<file path="src/verilog/vdm_pkg.sv">
// Constants and carrier types shared by the voice and data frame multiplexer.
`default_nettype none

package vdm_pkg;

  // ==========================================================================
  // Frame geometry
  // ==========================================================================
  localparam int unsigned FRAME_BYTES = 144;  // Bytes in one core frame.
  localparam int unsigned SUB_BYTES   = 36;   // Bytes in one sub-block.
  localparam int unsigned SUB_COUNT   = 4;    // Sub-blocks per frame.
  localparam int unsigned DATA_BYTES  = 128;  // Data bytes per frame.
  localparam int unsigned OVH_BYTES   = 16;   // Non-data bytes per frame.
  localparam int unsigned CH_COUNT    = 3;    // Telephone channels.

  localparam int unsigned SLOT_W = 8;         // Width of the frame position.
  localparam int unsigned IDX_W  = 6;         // Width of sub-block position.
  localparam int unsigned SUB_W  = 2;         // Width of sub-block number.
  localparam int unsigned SEL_W  = 2;         // Width of a channel select.

  // Positions inside each sub-block, counted from zero, and the sync sub-block number.
  localparam logic [IDX_W-1:0] IDX_CH1        = 6'h00;
  localparam logic [IDX_W-1:0] IDX_CH2        = 6'h01;
  localparam logic [IDX_W-1:0] IDX_DATA_FIRST = 6'h02;
  localparam logic [IDX_W-1:0] IDX_DATA_LAST  = 6'h21;
  localparam logic [IDX_W-1:0] IDX_CH3        = 6'h22;
  localparam logic [IDX_W-1:0] IDX_OVH        = 6'h23;
  localparam logic [SUB_W-1:0] SUB_SYNC       = 2'h3;

  // ==========================================================================
  // Fixed content
  // ==========================================================================
  localparam logic [6:0] SYNC_WORD = 7'h72;   // Pattern 1110010.
  localparam logic       STUFF_BIT = 1'h0;    // First bit of the last byte.
  localparam logic [7:0] FILL_BYTE = 8'hff;   // Data sent while out of service.
  localparam logic [7:0] ZERO_BYTE = 8'h00;
  localparam logic [3:0] ZERO_NIB  = 4'h0;

  // ==========================================================================
  // Timing
  // ==========================================================================
  localparam int unsigned CLK_HZ          = 10_000_000;
  localparam int unsigned FRAME_PERIOD_US = 500;
  localparam int unsigned SUB_PERIOD_US   = 125;
  localparam int unsigned MAX_DELAY_US    = 1250;
  localparam int unsigned FRAME_CYC = FRAME_PERIOD_US * (CLK_HZ / 1_000_000);
  localparam int unsigned SUB_CYC   = SUB_PERIOD_US * (CLK_HZ / 1_000_000);
  localparam int unsigned LOSS_CYC  = FRAME_CYC + SUB_CYC;
  localparam int unsigned GAP_W     = 16;

  // ==========================================================================
  // Carrier types
  // ==========================================================================
  typedef struct packed {
    logic [7:0] sample;                       // Companded voice byte.
    logic [3:0] sig;                          // Signalling nibble.
  } vdm_voice_t;

  typedef struct packed {
    logic power_status_bit_one;
    logic power_status_bit_two;
  } vdm_pwr_t;

  typedef enum logic [1:0] {
    RX_HUNT = 2'b01,
    RX_LOCK = 2'b10
  } vdm_rx_state_t;

endpackage

`default_nettype wire

</file>
<file path="src/verilog/vdm_slot_counter.sv">
// Frame position counter giving slot, sub-block and position in sub-block.
`timescale 1ns/1ns
`default_nettype none

module vdm_slot_counter #(
  parameter int unsigned FRAME_LEN = vdm_pkg::FRAME_BYTES,
  parameter int unsigned SUB_LEN   = vdm_pkg::SUB_BYTES
) (
  input  wire logic                       clk,
  input  wire logic                       reset,
  input  wire logic                       step,
  input  wire logic                       restart,
  output logic [vdm_pkg::SLOT_W-1:0]      slot,
  output logic [vdm_pkg::IDX_W-1:0]       idx,
  output logic [vdm_pkg::SUB_W-1:0]       sub,
  output logic                            last
);
  import vdm_pkg::*;

  localparam logic [SLOT_W-1:0] SLOT_END = SLOT_W'(FRAME_LEN - 1);
  localparam logic [IDX_W-1:0]  IDX_END  = IDX_W'(SUB_LEN - 1);

  logic [SLOT_W-1:0] slot_ff;
  logic [SLOT_W-1:0] nxt_slot_ff;
  logic [IDX_W-1:0]  idx_ff;
  logic [IDX_W-1:0]  nxt_idx_ff;
  logic [SUB_W-1:0]  sub_ff;
  logic [SUB_W-1:0]  nxt_sub_ff;

  // The current position; a restart makes the present byte the first one.
  always_comb begin
    slot = restart ? '0 : slot_ff;
    idx  = restart ? '0 : idx_ff;
    sub  = restart ? '0 : sub_ff;
    last = (slot == SLOT_END);
  end

  // Advance by one byte on each step and wrap at the frame end.
  always_comb begin
    nxt_slot_ff = slot_ff;
    nxt_idx_ff  = idx_ff;
    nxt_sub_ff  = sub_ff;
    if (step) begin
      nxt_slot_ff = last ? '0 : SLOT_W'(slot + 1'b1);
      nxt_idx_ff  = (idx == IDX_END) ? '0 : IDX_W'(idx + 1'b1);
      if (last) begin
        nxt_sub_ff = '0;
      end else if (idx == IDX_END) begin
        nxt_sub_ff = SUB_W'(sub + 1'b1);
      end else begin
        nxt_sub_ff = sub;
      end
    end
  end

  // Position registers.
  always_ff @(posedge clk) begin
    if (reset) begin
      slot_ff <= '0;
      idx_ff  <= '0;
      sub_ff  <= '0;
    end else begin
      slot_ff <= nxt_slot_ff;
      idx_ff  <= nxt_idx_ff;
      sub_ff  <= nxt_sub_ff;
    end
  end

endmodule

`default_nettype wire

</file>
<file path="src/verilog/vdm_frame_mux.sv">
// Core frame multiplexer and demultiplexer for data plus three voice lines.
//
// How it works
// - Send one 144-byte frame per 500 us; accept received frames alike.
// - Exactly 128 byte positions per frame carry the 2048 kbit/s data.
// - Sixteen other bytes carry sync, twelve voice bytes, signalling, spare.
// - Voice, signalling and spare blocks always sit at fixed positions.
// - Each voice channel carries one companded byte every 125 us.
// - Each channel sends one 4-bit signalling nibble per frame, 8 kbit/s.
// - Voice byte and signalling together form a 72 kbit/s channel stream.
// - Up to three telephone channels travel beside the data signal.
// - Data bytes are mapped regardless of their value.
// - Bits 2 to 8 of the last byte carry sync pattern 1110010.
// - First bit of the last byte is sent zero and ignored on receive.
// - Each channel has its own signalling nibble sharing a byte with spare.
// - Voice conversion timing comes from the core frame byte timing.
// - Frame timing follows the data interface clock; no justification.
// - One-way delay stays well below 1250 us; one byte of buffering.
// - Local power loss goes out on both status bits; receive drives bypass.
// - Under bypass only telephone channels work; data is out of service.
// - A maintenance port reads and writes the spare capacity nibbles.
`timescale 1ns/1ns
`default_nettype none

module vdm_frame_mux #(
  parameter int unsigned LOSS_LIMIT = vdm_pkg::LOSS_CYC
) (
  input  wire logic                                   clk,
  input  wire logic                                   reset,
  // Transmit side: data interface, converters and line side.
  input  wire logic                                   tx_byte_en,
  input  wire logic [7:0]                             tx_data_in,
  output logic                                        tx_data_take,
  input  wire vdm_pkg::vdm_voice_t [vdm_pkg::CH_COUNT-1:0] tx_voice_in,
  output logic                                        tx_voice_tick,
  output logic [7:0]                                  tx_byte,
  output logic                                        tx_byte_valid,
  output logic                                        tx_frame_start,
  // Power status and bypass.
  input  wire logic                                   local_power_fail,
  output vdm_pkg::vdm_pwr_t                           tx_power_status,
  input  wire vdm_pkg::vdm_pwr_t                      rx_power_status,
  output logic                                        bypass_active,
  output logic                                        data_out_of_service,
  // Receive side: line side, data interface and converters.
  input  wire logic                                   rx_byte_en,
  input  wire logic [7:0]                             rx_byte,
  input  wire logic                                   rx_frame_start,
  output logic [7:0]                                  rx_data,
  output logic                                        rx_data_valid,
  output vdm_pkg::vdm_voice_t [vdm_pkg::CH_COUNT-1:0] rx_voice,
  output logic                                        rx_voice_tick,
  output logic                                        rx_sync_error,
  output logic                                        rx_frame_lost,
  // Maintenance access to the spare capacity nibbles.
  input  wire logic                                   mnt_wr,
  input  wire logic                                   mnt_rd,
  input  wire logic [vdm_pkg::SEL_W-1:0]              mnt_sel,
  input  wire logic [3:0]                             mnt_wdata,
  output logic [7:0]                                  mnt_rdata
);
  import vdm_pkg::*;

  localparam logic [GAP_W-1:0] GAP_END = GAP_W'(LOSS_LIMIT - 1);
  localparam logic [SUB_W-1:0] CH_LAST = SUB_W'(CH_COUNT - 1);

  // ==========================================================================
  // Declarations
  // ==========================================================================
  logic [SLOT_W-1:0]          tx_slot;
  logic [IDX_W-1:0]           tx_idx;
  logic [SUB_W-1:0]           tx_sub;
  logic                       tx_last;
  logic [SLOT_W-1:0]          rx_slot;
  logic [IDX_W-1:0]           rx_idx;
  logic [SUB_W-1:0]           rx_sub;
  logic                       rx_last;
  logic                       rx_step;
  logic                       rx_restart;
  logic                       tx_is_data;
  logic                       rx_is_data;
  logic                       oos;

  logic [7:0]                 tx_byte_ff;
  logic [7:0]                 nxt_tx_byte_ff;
  logic                       tx_valid_ff;
  logic                       nxt_tx_valid_ff;
  logic                       tx_start_ff;
  logic                       nxt_tx_start_ff;
  vdm_voice_t [CH_COUNT-1:0]  tx_hold_ff;
  vdm_voice_t [CH_COUNT-1:0]  nxt_tx_hold_ff;

  vdm_pwr_t                   pwr_ff;
  vdm_pwr_t                   nxt_pwr_ff;
  logic                       bypass_ff;
  logic                       nxt_bypass_ff;

  vdm_rx_state_t              rx_state_ff;
  vdm_rx_state_t              nxt_rx_state_ff;
  logic [GAP_W-1:0]           gap_ff;
  logic [GAP_W-1:0]           nxt_gap_ff;
  logic                       lost_ff;
  logic                       nxt_lost_ff;
  logic [7:0]                 rx_data_ff;
  logic [7:0]                 nxt_rx_data_ff;
  logic                       rx_valid_ff;
  logic                       nxt_rx_valid_ff;
  vdm_voice_t [CH_COUNT-1:0]  rx_voice_ff;
  vdm_voice_t [CH_COUNT-1:0]  nxt_rx_voice_ff;
  logic                       rx_tick_ff;
  logic                       nxt_rx_tick_ff;
  logic                       sync_err_ff;
  logic                       nxt_sync_err_ff;

  logic [CH_COUNT-1:0][3:0]   tx_z_ff;
  logic [CH_COUNT-1:0][3:0]   nxt_tx_z_ff;
  logic [CH_COUNT-1:0][3:0]   rx_z_ff;
  logic [CH_COUNT-1:0][3:0]   nxt_rx_z_ff;
  logic [7:0]                 mnt_rdata_ff;
  logic [7:0]                 nxt_mnt_rdata_ff;

  // ==========================================================================
  // Frame position counters
  // ==========================================================================
  // Transmit position advances on every byte slot of the core frame timing,
  // which the line side derives from the data interface clock.
  vdm_slot_counter #(
    .FRAME_LEN (FRAME_BYTES),
    .SUB_LEN   (SUB_BYTES)
  ) u_tx_pos (
    .clk     (clk),
    .reset   (reset),
    .step    (tx_byte_en),
    .restart (1'b0),
    .slot    (tx_slot),
    .idx     (tx_idx),
    .sub     (tx_sub),
    .last    (tx_last)
  );

  // Receive position is forced to the first byte on each frame start mark.
  assign rx_restart = rx_byte_en & rx_frame_start;
  assign rx_step    = rx_byte_en & ((rx_state_ff == RX_LOCK) | rx_frame_start);

  vdm_slot_counter #(
    .FRAME_LEN (FRAME_BYTES),
    .SUB_LEN   (SUB_BYTES)
  ) u_rx_pos (
    .clk     (clk),
    .reset   (reset),
    .step    (rx_step),
    .restart (rx_restart),
    .slot    (rx_slot),
    .idx     (rx_idx),
    .sub     (rx_sub),
    .last    (rx_last)
  );

  // Data positions are the 32 middle bytes of each sub-block.
  assign tx_is_data = (tx_idx >= IDX_DATA_FIRST) & (tx_idx <= IDX_DATA_LAST);
  assign rx_is_data = (rx_idx >= IDX_DATA_FIRST) & (rx_idx <= IDX_DATA_LAST);

  // ==========================================================================
  // Power status and bypass
  // ==========================================================================
  // Data goes out of service on local power loss or a far-end loss report.
  assign oos = local_power_fail | bypass_ff;

  always_comb begin
    nxt_pwr_ff.power_status_bit_one = local_power_fail;
    nxt_pwr_ff.power_status_bit_two = local_power_fail;
    nxt_bypass_ff = rx_power_status.power_status_bit_one &
                    rx_power_status.power_status_bit_two;
  end

  always_ff @(posedge clk) begin
    if (reset) begin
      pwr_ff    <= '0;
      bypass_ff <= 1'b0;
    end else begin
      pwr_ff    <= nxt_pwr_ff;
      bypass_ff <= nxt_bypass_ff;
    end
  end

  // ==========================================================================
  // Transmit multiplexer
  // ==========================================================================
  // The data source is pulled only in data slots and never under bypass.
  assign tx_data_take  = tx_byte_en & tx_is_data & ~oos;
  // Converters present the next sample after each sub-block ends.
  assign tx_voice_tick = tx_byte_en & (tx_idx == IDX_OVH);

  // Select the byte for the present slot and refresh the held samples.
  always_comb begin
    nxt_tx_byte_ff  = tx_byte_ff;
    nxt_tx_valid_ff = 1'b0;
    nxt_tx_start_ff = 1'b0;
    nxt_tx_hold_ff  = tx_hold_ff;
    if (tx_byte_en) begin
      nxt_tx_valid_ff = 1'b1;
      nxt_tx_start_ff = (tx_slot == '0);
      case (tx_idx)
        IDX_CH1: nxt_tx_byte_ff = tx_hold_ff[0].sample;
        IDX_CH2: nxt_tx_byte_ff = tx_hold_ff[1].sample;
        IDX_CH3: nxt_tx_byte_ff = tx_hold_ff[2].sample;
        IDX_OVH: begin
          if (tx_sub == SUB_SYNC) begin
            nxt_tx_byte_ff = {STUFF_BIT, SYNC_WORD};
          end else begin
            nxt_tx_byte_ff = {tx_hold_ff[tx_sub].sig,
                              tx_z_ff[tx_sub]};
          end
        end
        default: begin
          // Data is passed as it comes, whatever the bit pattern.
          nxt_tx_byte_ff = oos ? FILL_BYTE : tx_data_in;
        end
      endcase
      // New samples are taken once per sub-block, after channel 3 is sent.
      if (tx_idx == IDX_OVH) begin
        for (int k = 0; k < CH_COUNT; k++) begin
          nxt_tx_hold_ff[k].sample = tx_voice_in[k].sample;
        end
      end
      // Signalling nibbles are taken once per frame, at its last byte.
      if (tx_last) begin
        for (int k = 0; k < CH_COUNT; k++) begin
          nxt_tx_hold_ff[k].sig = tx_voice_in[k].sig;
        end
      end
    end
  end

  always_ff @(posedge clk) begin
    if (reset) begin
      tx_byte_ff  <= ZERO_BYTE;
      tx_valid_ff <= 1'b0;
      tx_start_ff <= 1'b0;
      tx_hold_ff  <= '0;
    end else begin
      tx_byte_ff  <= nxt_tx_byte_ff;
      tx_valid_ff <= nxt_tx_valid_ff;
      tx_start_ff <= nxt_tx_start_ff;
      tx_hold_ff  <= nxt_tx_hold_ff;
    end
  end

  // ==========================================================================
  // Receive alignment and frame watchdog
  // ==========================================================================
  // Hunt until a frame start mark, then declare loss if none follows in time.
  always_comb begin
    nxt_rx_state_ff = rx_state_ff;
    nxt_gap_ff      = gap_ff;
    nxt_lost_ff     = lost_ff;
    case (rx_state_ff)
      RX_HUNT: begin
        nxt_gap_ff = '0;
        if (rx_restart) begin
          nxt_rx_state_ff = RX_LOCK;
          nxt_lost_ff     = 1'b0;
        end
      end
      RX_LOCK: begin
        if (rx_restart) begin
          nxt_gap_ff  = '0;
          nxt_lost_ff = 1'b0;
        end else if (gap_ff == GAP_END) begin
          nxt_rx_state_ff = RX_HUNT;
          nxt_lost_ff     = 1'b1;
        end else begin
          nxt_gap_ff = GAP_W'(gap_ff + 1'b1);
        end
      end
      default: begin
        nxt_rx_state_ff = RX_HUNT;
        nxt_gap_ff      = '0;
      end
    endcase
  end

  always_ff @(posedge clk) begin
    if (reset) begin
      rx_state_ff <= RX_HUNT;
      gap_ff      <= '0;
      lost_ff     <= 1'b0;
    end else begin
      rx_state_ff <= nxt_rx_state_ff;
      gap_ff      <= nxt_gap_ff;
      lost_ff     <= nxt_lost_ff;
    end
  end

  // ==========================================================================
  // Receive demultiplexer
  // ==========================================================================
  // Split each accepted byte by its fixed position in the frame.
  always_comb begin
    nxt_rx_data_ff  = rx_data_ff;
    nxt_rx_valid_ff = 1'b0;
    nxt_rx_voice_ff = rx_voice_ff;
    nxt_rx_tick_ff  = 1'b0;
    nxt_sync_err_ff = sync_err_ff;
    nxt_rx_z_ff     = rx_z_ff;
    if (rx_step) begin
      case (rx_idx)
        IDX_CH1: nxt_rx_voice_ff[0].sample = rx_byte;
        IDX_CH2: nxt_rx_voice_ff[1].sample = rx_byte;
        IDX_CH3: nxt_rx_voice_ff[2].sample = rx_byte;
        IDX_OVH: begin
          nxt_rx_tick_ff = 1'b1;
          if (rx_sub == SUB_SYNC) begin
            // The stuffing bit is not looked at.
            nxt_sync_err_ff = (rx_byte[6:0] != SYNC_WORD);
          end else begin
            nxt_rx_voice_ff[rx_sub].sig = rx_byte[7:4];
            nxt_rx_z_ff[rx_sub]         = rx_byte[3:0];
          end
        end
        default: begin
          nxt_rx_data_ff  = rx_byte;
          nxt_rx_valid_ff = ~oos;
        end
      endcase
    end
  end

  always_ff @(posedge clk) begin
    if (reset) begin
      rx_data_ff  <= ZERO_BYTE;
      rx_valid_ff <= 1'b0;
      rx_voice_ff <= '0;
      rx_tick_ff  <= 1'b0;
      sync_err_ff <= 1'b0;
      rx_z_ff     <= '0;
    end else begin
      rx_data_ff  <= nxt_rx_data_ff;
      rx_valid_ff <= nxt_rx_valid_ff;
      rx_voice_ff <= nxt_rx_voice_ff;
      rx_tick_ff  <= nxt_rx_tick_ff;
      sync_err_ff <= nxt_sync_err_ff;
      rx_z_ff     <= nxt_rx_z_ff;
    end
  end

  // ==========================================================================
  // Maintenance access to spare capacity
  // ==========================================================================
  // Writes set a transmit nibble; reads return received and sent nibbles.
  always_comb begin
    nxt_tx_z_ff      = tx_z_ff;
    nxt_mnt_rdata_ff = mnt_rdata_ff;
    if (mnt_wr && (mnt_sel <= CH_LAST)) begin
      nxt_tx_z_ff[mnt_sel] = mnt_wdata;
    end
    if (mnt_rd) begin
      if (mnt_sel <= CH_LAST) begin
        nxt_mnt_rdata_ff = {rx_z_ff[mnt_sel], tx_z_ff[mnt_sel]};
      end else begin
        nxt_mnt_rdata_ff = {ZERO_NIB, ZERO_NIB};
      end
    end
  end

  always_ff @(posedge clk) begin
    if (reset) begin
      tx_z_ff      <= '0;
      mnt_rdata_ff <= ZERO_BYTE;
    end else begin
      tx_z_ff      <= nxt_tx_z_ff;
      mnt_rdata_ff <= nxt_mnt_rdata_ff;
    end
  end

  // ==========================================================================
  // Outputs
  // ==========================================================================
  // Only one register stage lies between input and output bytes.
  assign tx_byte             = tx_byte_ff;
  assign tx_byte_valid       = tx_valid_ff;
  assign tx_frame_start      = tx_start_ff;
  assign tx_power_status     = pwr_ff;
  assign bypass_active       = bypass_ff;
  assign data_out_of_service = oos;
  assign rx_data             = rx_data_ff;
  assign rx_data_valid       = rx_valid_ff;
  assign rx_voice            = rx_voice_ff;
  assign rx_voice_tick       = rx_tick_ff;
  assign rx_sync_error       = sync_err_ff;
  assign rx_frame_lost       = lost_ff;
  assign mnt_rdata           = mnt_rdata_ff;

endmodule

`default_nettype wire

</file>
<file path="config.mk">
export PLATFORM = sky130hd
export DESIGN_NAME = vdm_frame_mux
export DESIGN_NICKNAME = d
export VERILOG_FILES = /design/src/verilog/vdm_pkg.sv /design/src/verilog/vdm_slot_counter.sv /design/src/verilog/vdm_frame_mux.sv
export SDC_FILE = /design/constraint.sdc
export NUM_CORES = 1
export LEC_CHECK = 0
export BUFFER_PORTS_ARGS = -buffer_cell sky130_fd_sc_hd__buf_2
export CORE_MARGIN = 4
export CORE_UTILIZATION = 45
export CTS_BUF_LIST = sky130_fd_sc_hd__clkbuf_8
export CTS_CLUSTER_SIZE = 24
export DETAILED_ROUTE_END_ITERATION = 8
export PLACE_DENSITY = 0.74
export SETUP_SLACK_MARGIN = 0.3
export SYNTH_ARGS = -nofsm -noshare
export SYNTH_HDL_FRONTEND = slang
export SYNTH_SLANG_ARGS = --single-unit
</file>
<file path="constraint.sdc">
create_clock -name clk -period 4.09 [get_ports clk]
set_input_delay 0.818 -clock clk [delete_from_list [all_inputs] [get_ports clk]]
set_output_delay 0.818 -clock clk [all_outputs]
set_load 0.03 [all_outputs]
</file>
=== Yosys cells after proc, flatten, opt, wreduce, memory -nomap -nowiden ===
Cells that the tools add are included.

* Add/sub/neg operators: 7
* $lt $le $gt $ge: 8
* Eq/ne operators: 19
* Mux-type cells: 46
* Bitwise gates (word level): 15
* Reductions and logical operators: 27

{| class="wikitable"
|+ Operators with widths
! operator !! number
|-
| two-way mux 8 bit || 6
|-
| one-hot mux 8 bit (2 select lines) || 3
|-
| bitwise mux 36 bit || 1
|-
| two-way mux 36 bit || 1
|-
| one-hot mux 8 bit (4 select lines) || 1
|-
| two-way mux 4 bit || 7
|-
| binary-select mux 12 bit (select 2 bit) || 1
|-
| binary-select mux 4 bit (select 2 bit) || 3
|-
| bitwise mux 12 bit || 2
|-
| demux 12 bit (select 2 bit) || 1
|-
| equality test 6 bit (second input constant) || 4
|-
| AND reduction 3 bit || 7
|-
| two-way mux 6 bit || 3
|-
| adder 16 x 1 -> 16 bit (second input constant) || 1
|-
| adder 8 x 1 -> 8 bit (second input constant) || 2
|-
| demux 4 bit (select 2 bit) || 2
|-
| equality test 16 x 13 -> 1 bit (second input constant) || 1
|-
| equality test 8 bit (second input constant) || 2
|-
| two-way mux 2 bit || 8
|-
| adder 6 x 1 -> 6 bit (second input constant) || 2
|-
| equality test 6 x 1 -> 1 bit (second input constant) || 2
|-
| zero test 6 bit || 2
|-
| nonzero test 2 bit || 5
|-
| < comparator 2 x 3 -> 1 bit (second input constant) || 3
|-
| 24 further kinds || 52
|}

* Flip-flop bits (word level): 178
* Input port bits: 68
* Output and inout bits: 72
* Word-level logic and storage cells: 159

=== Logic depth before layout (Yosys ltp) ===
* Depth in word-level cells: 9
* Depth in mapped cells: 10
* Mapped depth without buffers: 7

=== Hierarchy ===
Synthesis repeated with hierarchy kept, for this count alone.

* Cells, all modules: 948
* Area total of the unflattened synthesis: 8,227.9 µm²

{| class="wikitable"
|+ Modules (own cells, without submodules)
! module !! instances !! cells an instance !! area each (µm²) !! seq. area each (µm²)
|-
| vdm_frame_mux || 1 || 698 || 6,228.5 || 2,922.8
|-
| vdm_slot_counter at u_rx_pos || 1 || 126 || 1,006.0 || 320.3
|-
| vdm_slot_counter at u_tx_pos || 1 || 124 || 993.5 || 320.3
|}

=== Worst setup path before layout ===
Ideal clock, no wire load.

* Path type: input to register
* Start: input rx_frame_start
* End: register rx_data_ff[0] (netlist: rx_data[0])
* Arrival: 3.002 ns
* Data required time: 4.018 ns
* Slack: 1.017 ns
* Stages: 10
* Path buffers: 3
* Cell sequence: buf_2 nand2_1 clkbuf_1 clkbuf_1 nand2_1 ha_1 inv_1 o21ai_0 a211oi_4 mux2i_1

* Word-level cells in the longest chain between the ends: 6
* Elaborated cells between the ends (all ways): 11
* Those cells by class: 3 x eq/ne; 1 x mux; 4 x bitwise; 3 x reduce/logical

{| class="wikitable"
|+ Ends and longest elaborated chain
! item !! RTL line !! source
|-
| from (decl) || vdm_frame_mux.sv:48 || <nowiki>input wire logic rx_frame_start,</nowiki>
|-
| AND 1 bit || vdm_frame_mux.sv:142 || <nowiki>assign rx_restart = rx_byte_en & rx_frame_start;</nowiki>
|-
| two-way mux 6 bit || vdm_slot_counter.sv:33 || <nowiki>idx = restart ? '0 : idx_ff;</nowiki>
|-
| equality test 6 bit, or another cell as far along || vdm_frame_mux.sv:307 || <nowiki>case (rx_idx)</nowiki>
|-
| OR reduction 4 bit (no line) || n/a ||
|-
| inverter 1 bit (no line) || n/a ||
|-
| AND reduction 2 bit (no line) (*) || n/a ||
|-
| to (signal assigned) || vdm_frame_mux.sv:338 || <nowiki>rx_data_ff <= nxt_rx_data_ff;</nowiki>
|-
| to (decl) || vdm_frame_mux.sv:104 || <nowiki>logic [7:0] rx_data_ff;</nowiki>
|}

Mark *: on every way between the ends. The rest lies on a longest branch, timed or not.
A chain may end at the register's enable or synchronous reset.

=== Worst setup path in the final report ===
* Start: register u_tx_pos.idx_ff[5]
* End: output tx_voice_tick

* Word-level cells in the longest chain between the ends: 2

{| class="wikitable"
|+ Ends and longest elaborated chain
! item !! RTL line !! source
|-
| from (decl) || vdm_slot_counter.sv:25 || <nowiki>logic [IDX_W-1:0] idx_ff;</nowiki>
|-
| from (signal assigned) || vdm_slot_counter.sv:64 || <nowiki>idx_ff <= nxt_idx_ff;</nowiki>
|-
| equality test 6 bit || vdm_frame_mux.sv:192 || <nowiki>assign tx_voice_tick = tx_byte_en & (tx_idx == IDX_OVH);</nowiki>
|-
| AND 1 bit || vdm_frame_mux.sv:192 ||
|-
| to (decl) || vdm_frame_mux.sv:35 || <nowiki>output logic tx_voice_tick,</nowiki>
|}

No other way between the ends.

==> key figures <==
Cells and area
  – Area of the multi-input gates: roughly 0.0042 sq mm
  – Layout cell share with drive strength beyond 1: 18.5%
  – Storage cell area: 0.00356 sq mm
  – Commonest non-fill, non-tap cell in the layout: dfxtp_1
  – Commonest non-fill, non-tap cells in the layout: dfxtp_1, buf_2, nand2_1
  – Layout area overhead: 15.0%
  – Fill cells: about 1700
  – Fin util: 53.2%
  – Diode count: 0
  – Final layout net count: ~1100

Worst hold path
  – Worst hold endpoint: tx_hold_ff[19]
  – Worst Hold Class: register to register
  – Worst Min Path Start: tx_hold_ff[19]
  – Hold Path Stages: 2

Timing
  – Slew HR: 38.4%
  – Tightest Pin Transition: a little over 0.9 ns
  – PnR worst setup slack: between 0.8 and 0.9 ns
  – Fin. max-slew vios: 0
  – Endpoints failing setup: 0
  – Final period utilization: 78.9%
  – Unrepaired setup endpoints after global routing: false
  – Fmax: 310 MHz
  – Final hold viol count: 0
  – Setup TNS: 0 ns
  – Min Tclk post-route: 3.23 ns
  – Clock skew: ~0.021 ns

Setup path
  – R2R depth: 6
  – R2R setup slack: 1.58 ns
  – Crit path capture type: output pin
  – CP arrival: 2.41 ns
  – Critical setup path kind: register to output pin
  – Crit-path max FO: 26
  – Worst reg2reg path startpoint: rx_state_ff[0]
  – Terminus of the critical flop-to-flop path: rx_voice[19]
  – CP Launch Type: register
  – Worst Path Required: 3.27 ns

Die
  – Core area: 0.0174 sq mm
  – Row cnt: 48
  – Ports: 140
  – Die width: about 140 um
  – Die footprint: 0.0201 sq mm
  – Die Height: 142 um
  – Initial Util: ~46%

Drt
  – Vias: 6822
  – Vias per cell: 5.34
  – Routed Antenna Nets: 0
  – DR pass1 iterations: 5
  – Post-route DRC: 0
  – Starting DRT DRC Count: around 430
  – Routed Wire Length: between 15000 and 20000 um
  – DR WL/cell: 15.2 um

Clock network
  – Worst-path clk slew: 0.10 ns
  – Clk sink count: 178
  – Hold_buf cts: 0
  – Total CTS buffers: 17
  – H-tree Lvls: 4
  – TritonCTS clock tree: built
  – Worst-skew pair later-pin latency: 0.47 ns
  – Root Buffer: clkbuf_8
  – Post-cts resize count: 0
  – CTS max path bufs: 2
  – Post-CTS Setup Repair Bufs: 0

Placed design
  – GPL Wtd Cong: 0.841
  – Pre-CTS setup slack: 1.20 ns
  – Final HPWL DP: around 14000 um
  – Port Buffers: roughly 140

Logic synthesis
  – Asr flop ratio synth: 0%
  – Post-synth EDFFs: 0
  – Synth warn: 0
  – Cells after Synth: 930
  – Register area share after synthesis: 44.2%
  – Count of different cell masters after synthesis: 61
  – Syn Area/Cell: 8.66 sq um
  – Mapped Nets: slightly above 1000
  – Post-Syn Area: 0.00805 sq mm
  – Ys flop type: dfxtp_1
  – Synth Register Bits: 178

Global route
  – Grt total ovfl: 0
  – First-pass GRT wire length: 32300 um
  – Tot GR Track Use: 19.6%
  – Largest net degree at the start of global routing: 85
  – Initial antenna violation count: 0
  – Vias in the first global route: 6606

Power
  – Peak supply drop: 0.247 mV
  – Leakage power total: 3.73 nW
  – PD cells: 352 mW/mm^2

Flow run
  – Max-cap viol count: 0

Outcome
  – Outcome: finished, final reports clean
## routing by layer
layer	global-route usage, %	vias to the layer above	wire length, um
met2	32.0	179	9240
met3	4.45	24	1060
met5	0	-	0
li1	-	3452	-
met1	25.8	3167	8820
met4	6.21	0	327
## flip-flops by register name (all words and copies together), names as in the netlist, 2 cells and up
name,count
u_rx_pos.sub_ff,2
rx_z_ff,12
u_tx_pos.sub_ff,2
mnt_rdata,8
u_rx_pos.slot_ff,8
tx_byte,8
rx_state_ff,2
u_tx_pos.slot_ff,8
gap_ff,16
u_tx_pos.idx_ff,6
tx_z_ff,12
tx_hold_ff,36
rx_voice,36
u_rx_pos.idx_ff,6
rx_data,8
## synth_stat cells (all sizes together) (16+ instances only)
cell | n | area share [%]
a21oi | 79 | 4.9
nor2 | 105 | 4.9
mux2i | 85 | 11
dfxtp | 178 | 44
ha | 18 | 2.8
xnor2 | 16 | 1.7
nand3 | 25 | 1.7
inv | 20 | 0.93
nand2 | 110 | 5.1
nor3 | 21 | 1.4
clkbuf | 44 | 2.1
o21ai | 32 | 2.0
nand2b | 52 | 4.0
## stage by stage
stage / instances / hold slack (ns) / area (sq um) / power [mW]
2_1_floorplan: 930 / 0.425 / 8050 / 2.01
3_3_place_gp: 1246 / 0.441 / 8880 / 2.11
3_5_place_dp: 1246 / 0.447 / 8880 / 2.11
4_1_cts: 1278 / 0.461 / 9270 / 3.29
5_1_grt: 1278 / 0.482 / 9270 / 3.38
6_report: 1278 / 0.458 / 9270 / 3.26
## critical path, cell delays in order (launching register included)
cell,delay [ns]
dfxtp_1,0.75
nand2_1,0.16
or3_1,0.33
buf_4,0.22
inv_2,0.23
buf_2,0.25
## area by class of cell
| type | instances | area share [%] |
|---|---|---|
| clock inverter | 15 | 1.63 |
| inverter | 20 | 0.810 |
| tap | 225 | 3.04 |
| sequential | 178 | 38.5 |
| timing repair buffer | 148 | 8.40 |
| multi-input combinational | 675 | 45.1 |
| clock buffer | 17 | 2.53 |
## worst max path at each step
stage / slack, ns / startpoint / end
3_3_place_gp: 1.23 / tx_byte_en / tx_voice_tick
6_report: 0.86 / u_tx_pos.idx_ff[5] / tx_voice_tick
3_5_place_dp: 1.20 / rx_frame_start / u_rx_pos.sub_ff[0]
2_1_floorplan: 1.02 / rx_frame_start / rx_data[0]
4_1_cts: 0.84 / u_tx_pos.idx_ff[5] / tx_voice_tick
5_1_grt: 0.69 / u_tx_pos.idx_ff[5] / tx_voice_tick
## cells by family (layout without fill, tap and decap cells)
kind of cell    Yosys count  in the layout  synth area share (%)
simple gates            384            384                  23.6
flops                   178            178                  44.2
compound gates          166            166                  12.5
mux                      85             85                  10.6
buf+inv                  77            200                  3.84
xor+xnor                 22             22                  2.39
fa+ha+maj                18             18                  2.80
## report_power, final
part | internal, mW | switching, mW | leakage [nW]
Sequential | 1.76 | 0.0231 | 1.44
Clock | 0.497 | 0.688 | 0.182
Combinational | 0.103 | 0.184 | 2.10
Total | 2.36 | 0.895 | 3.73
(Power assumes the default switching activity.)
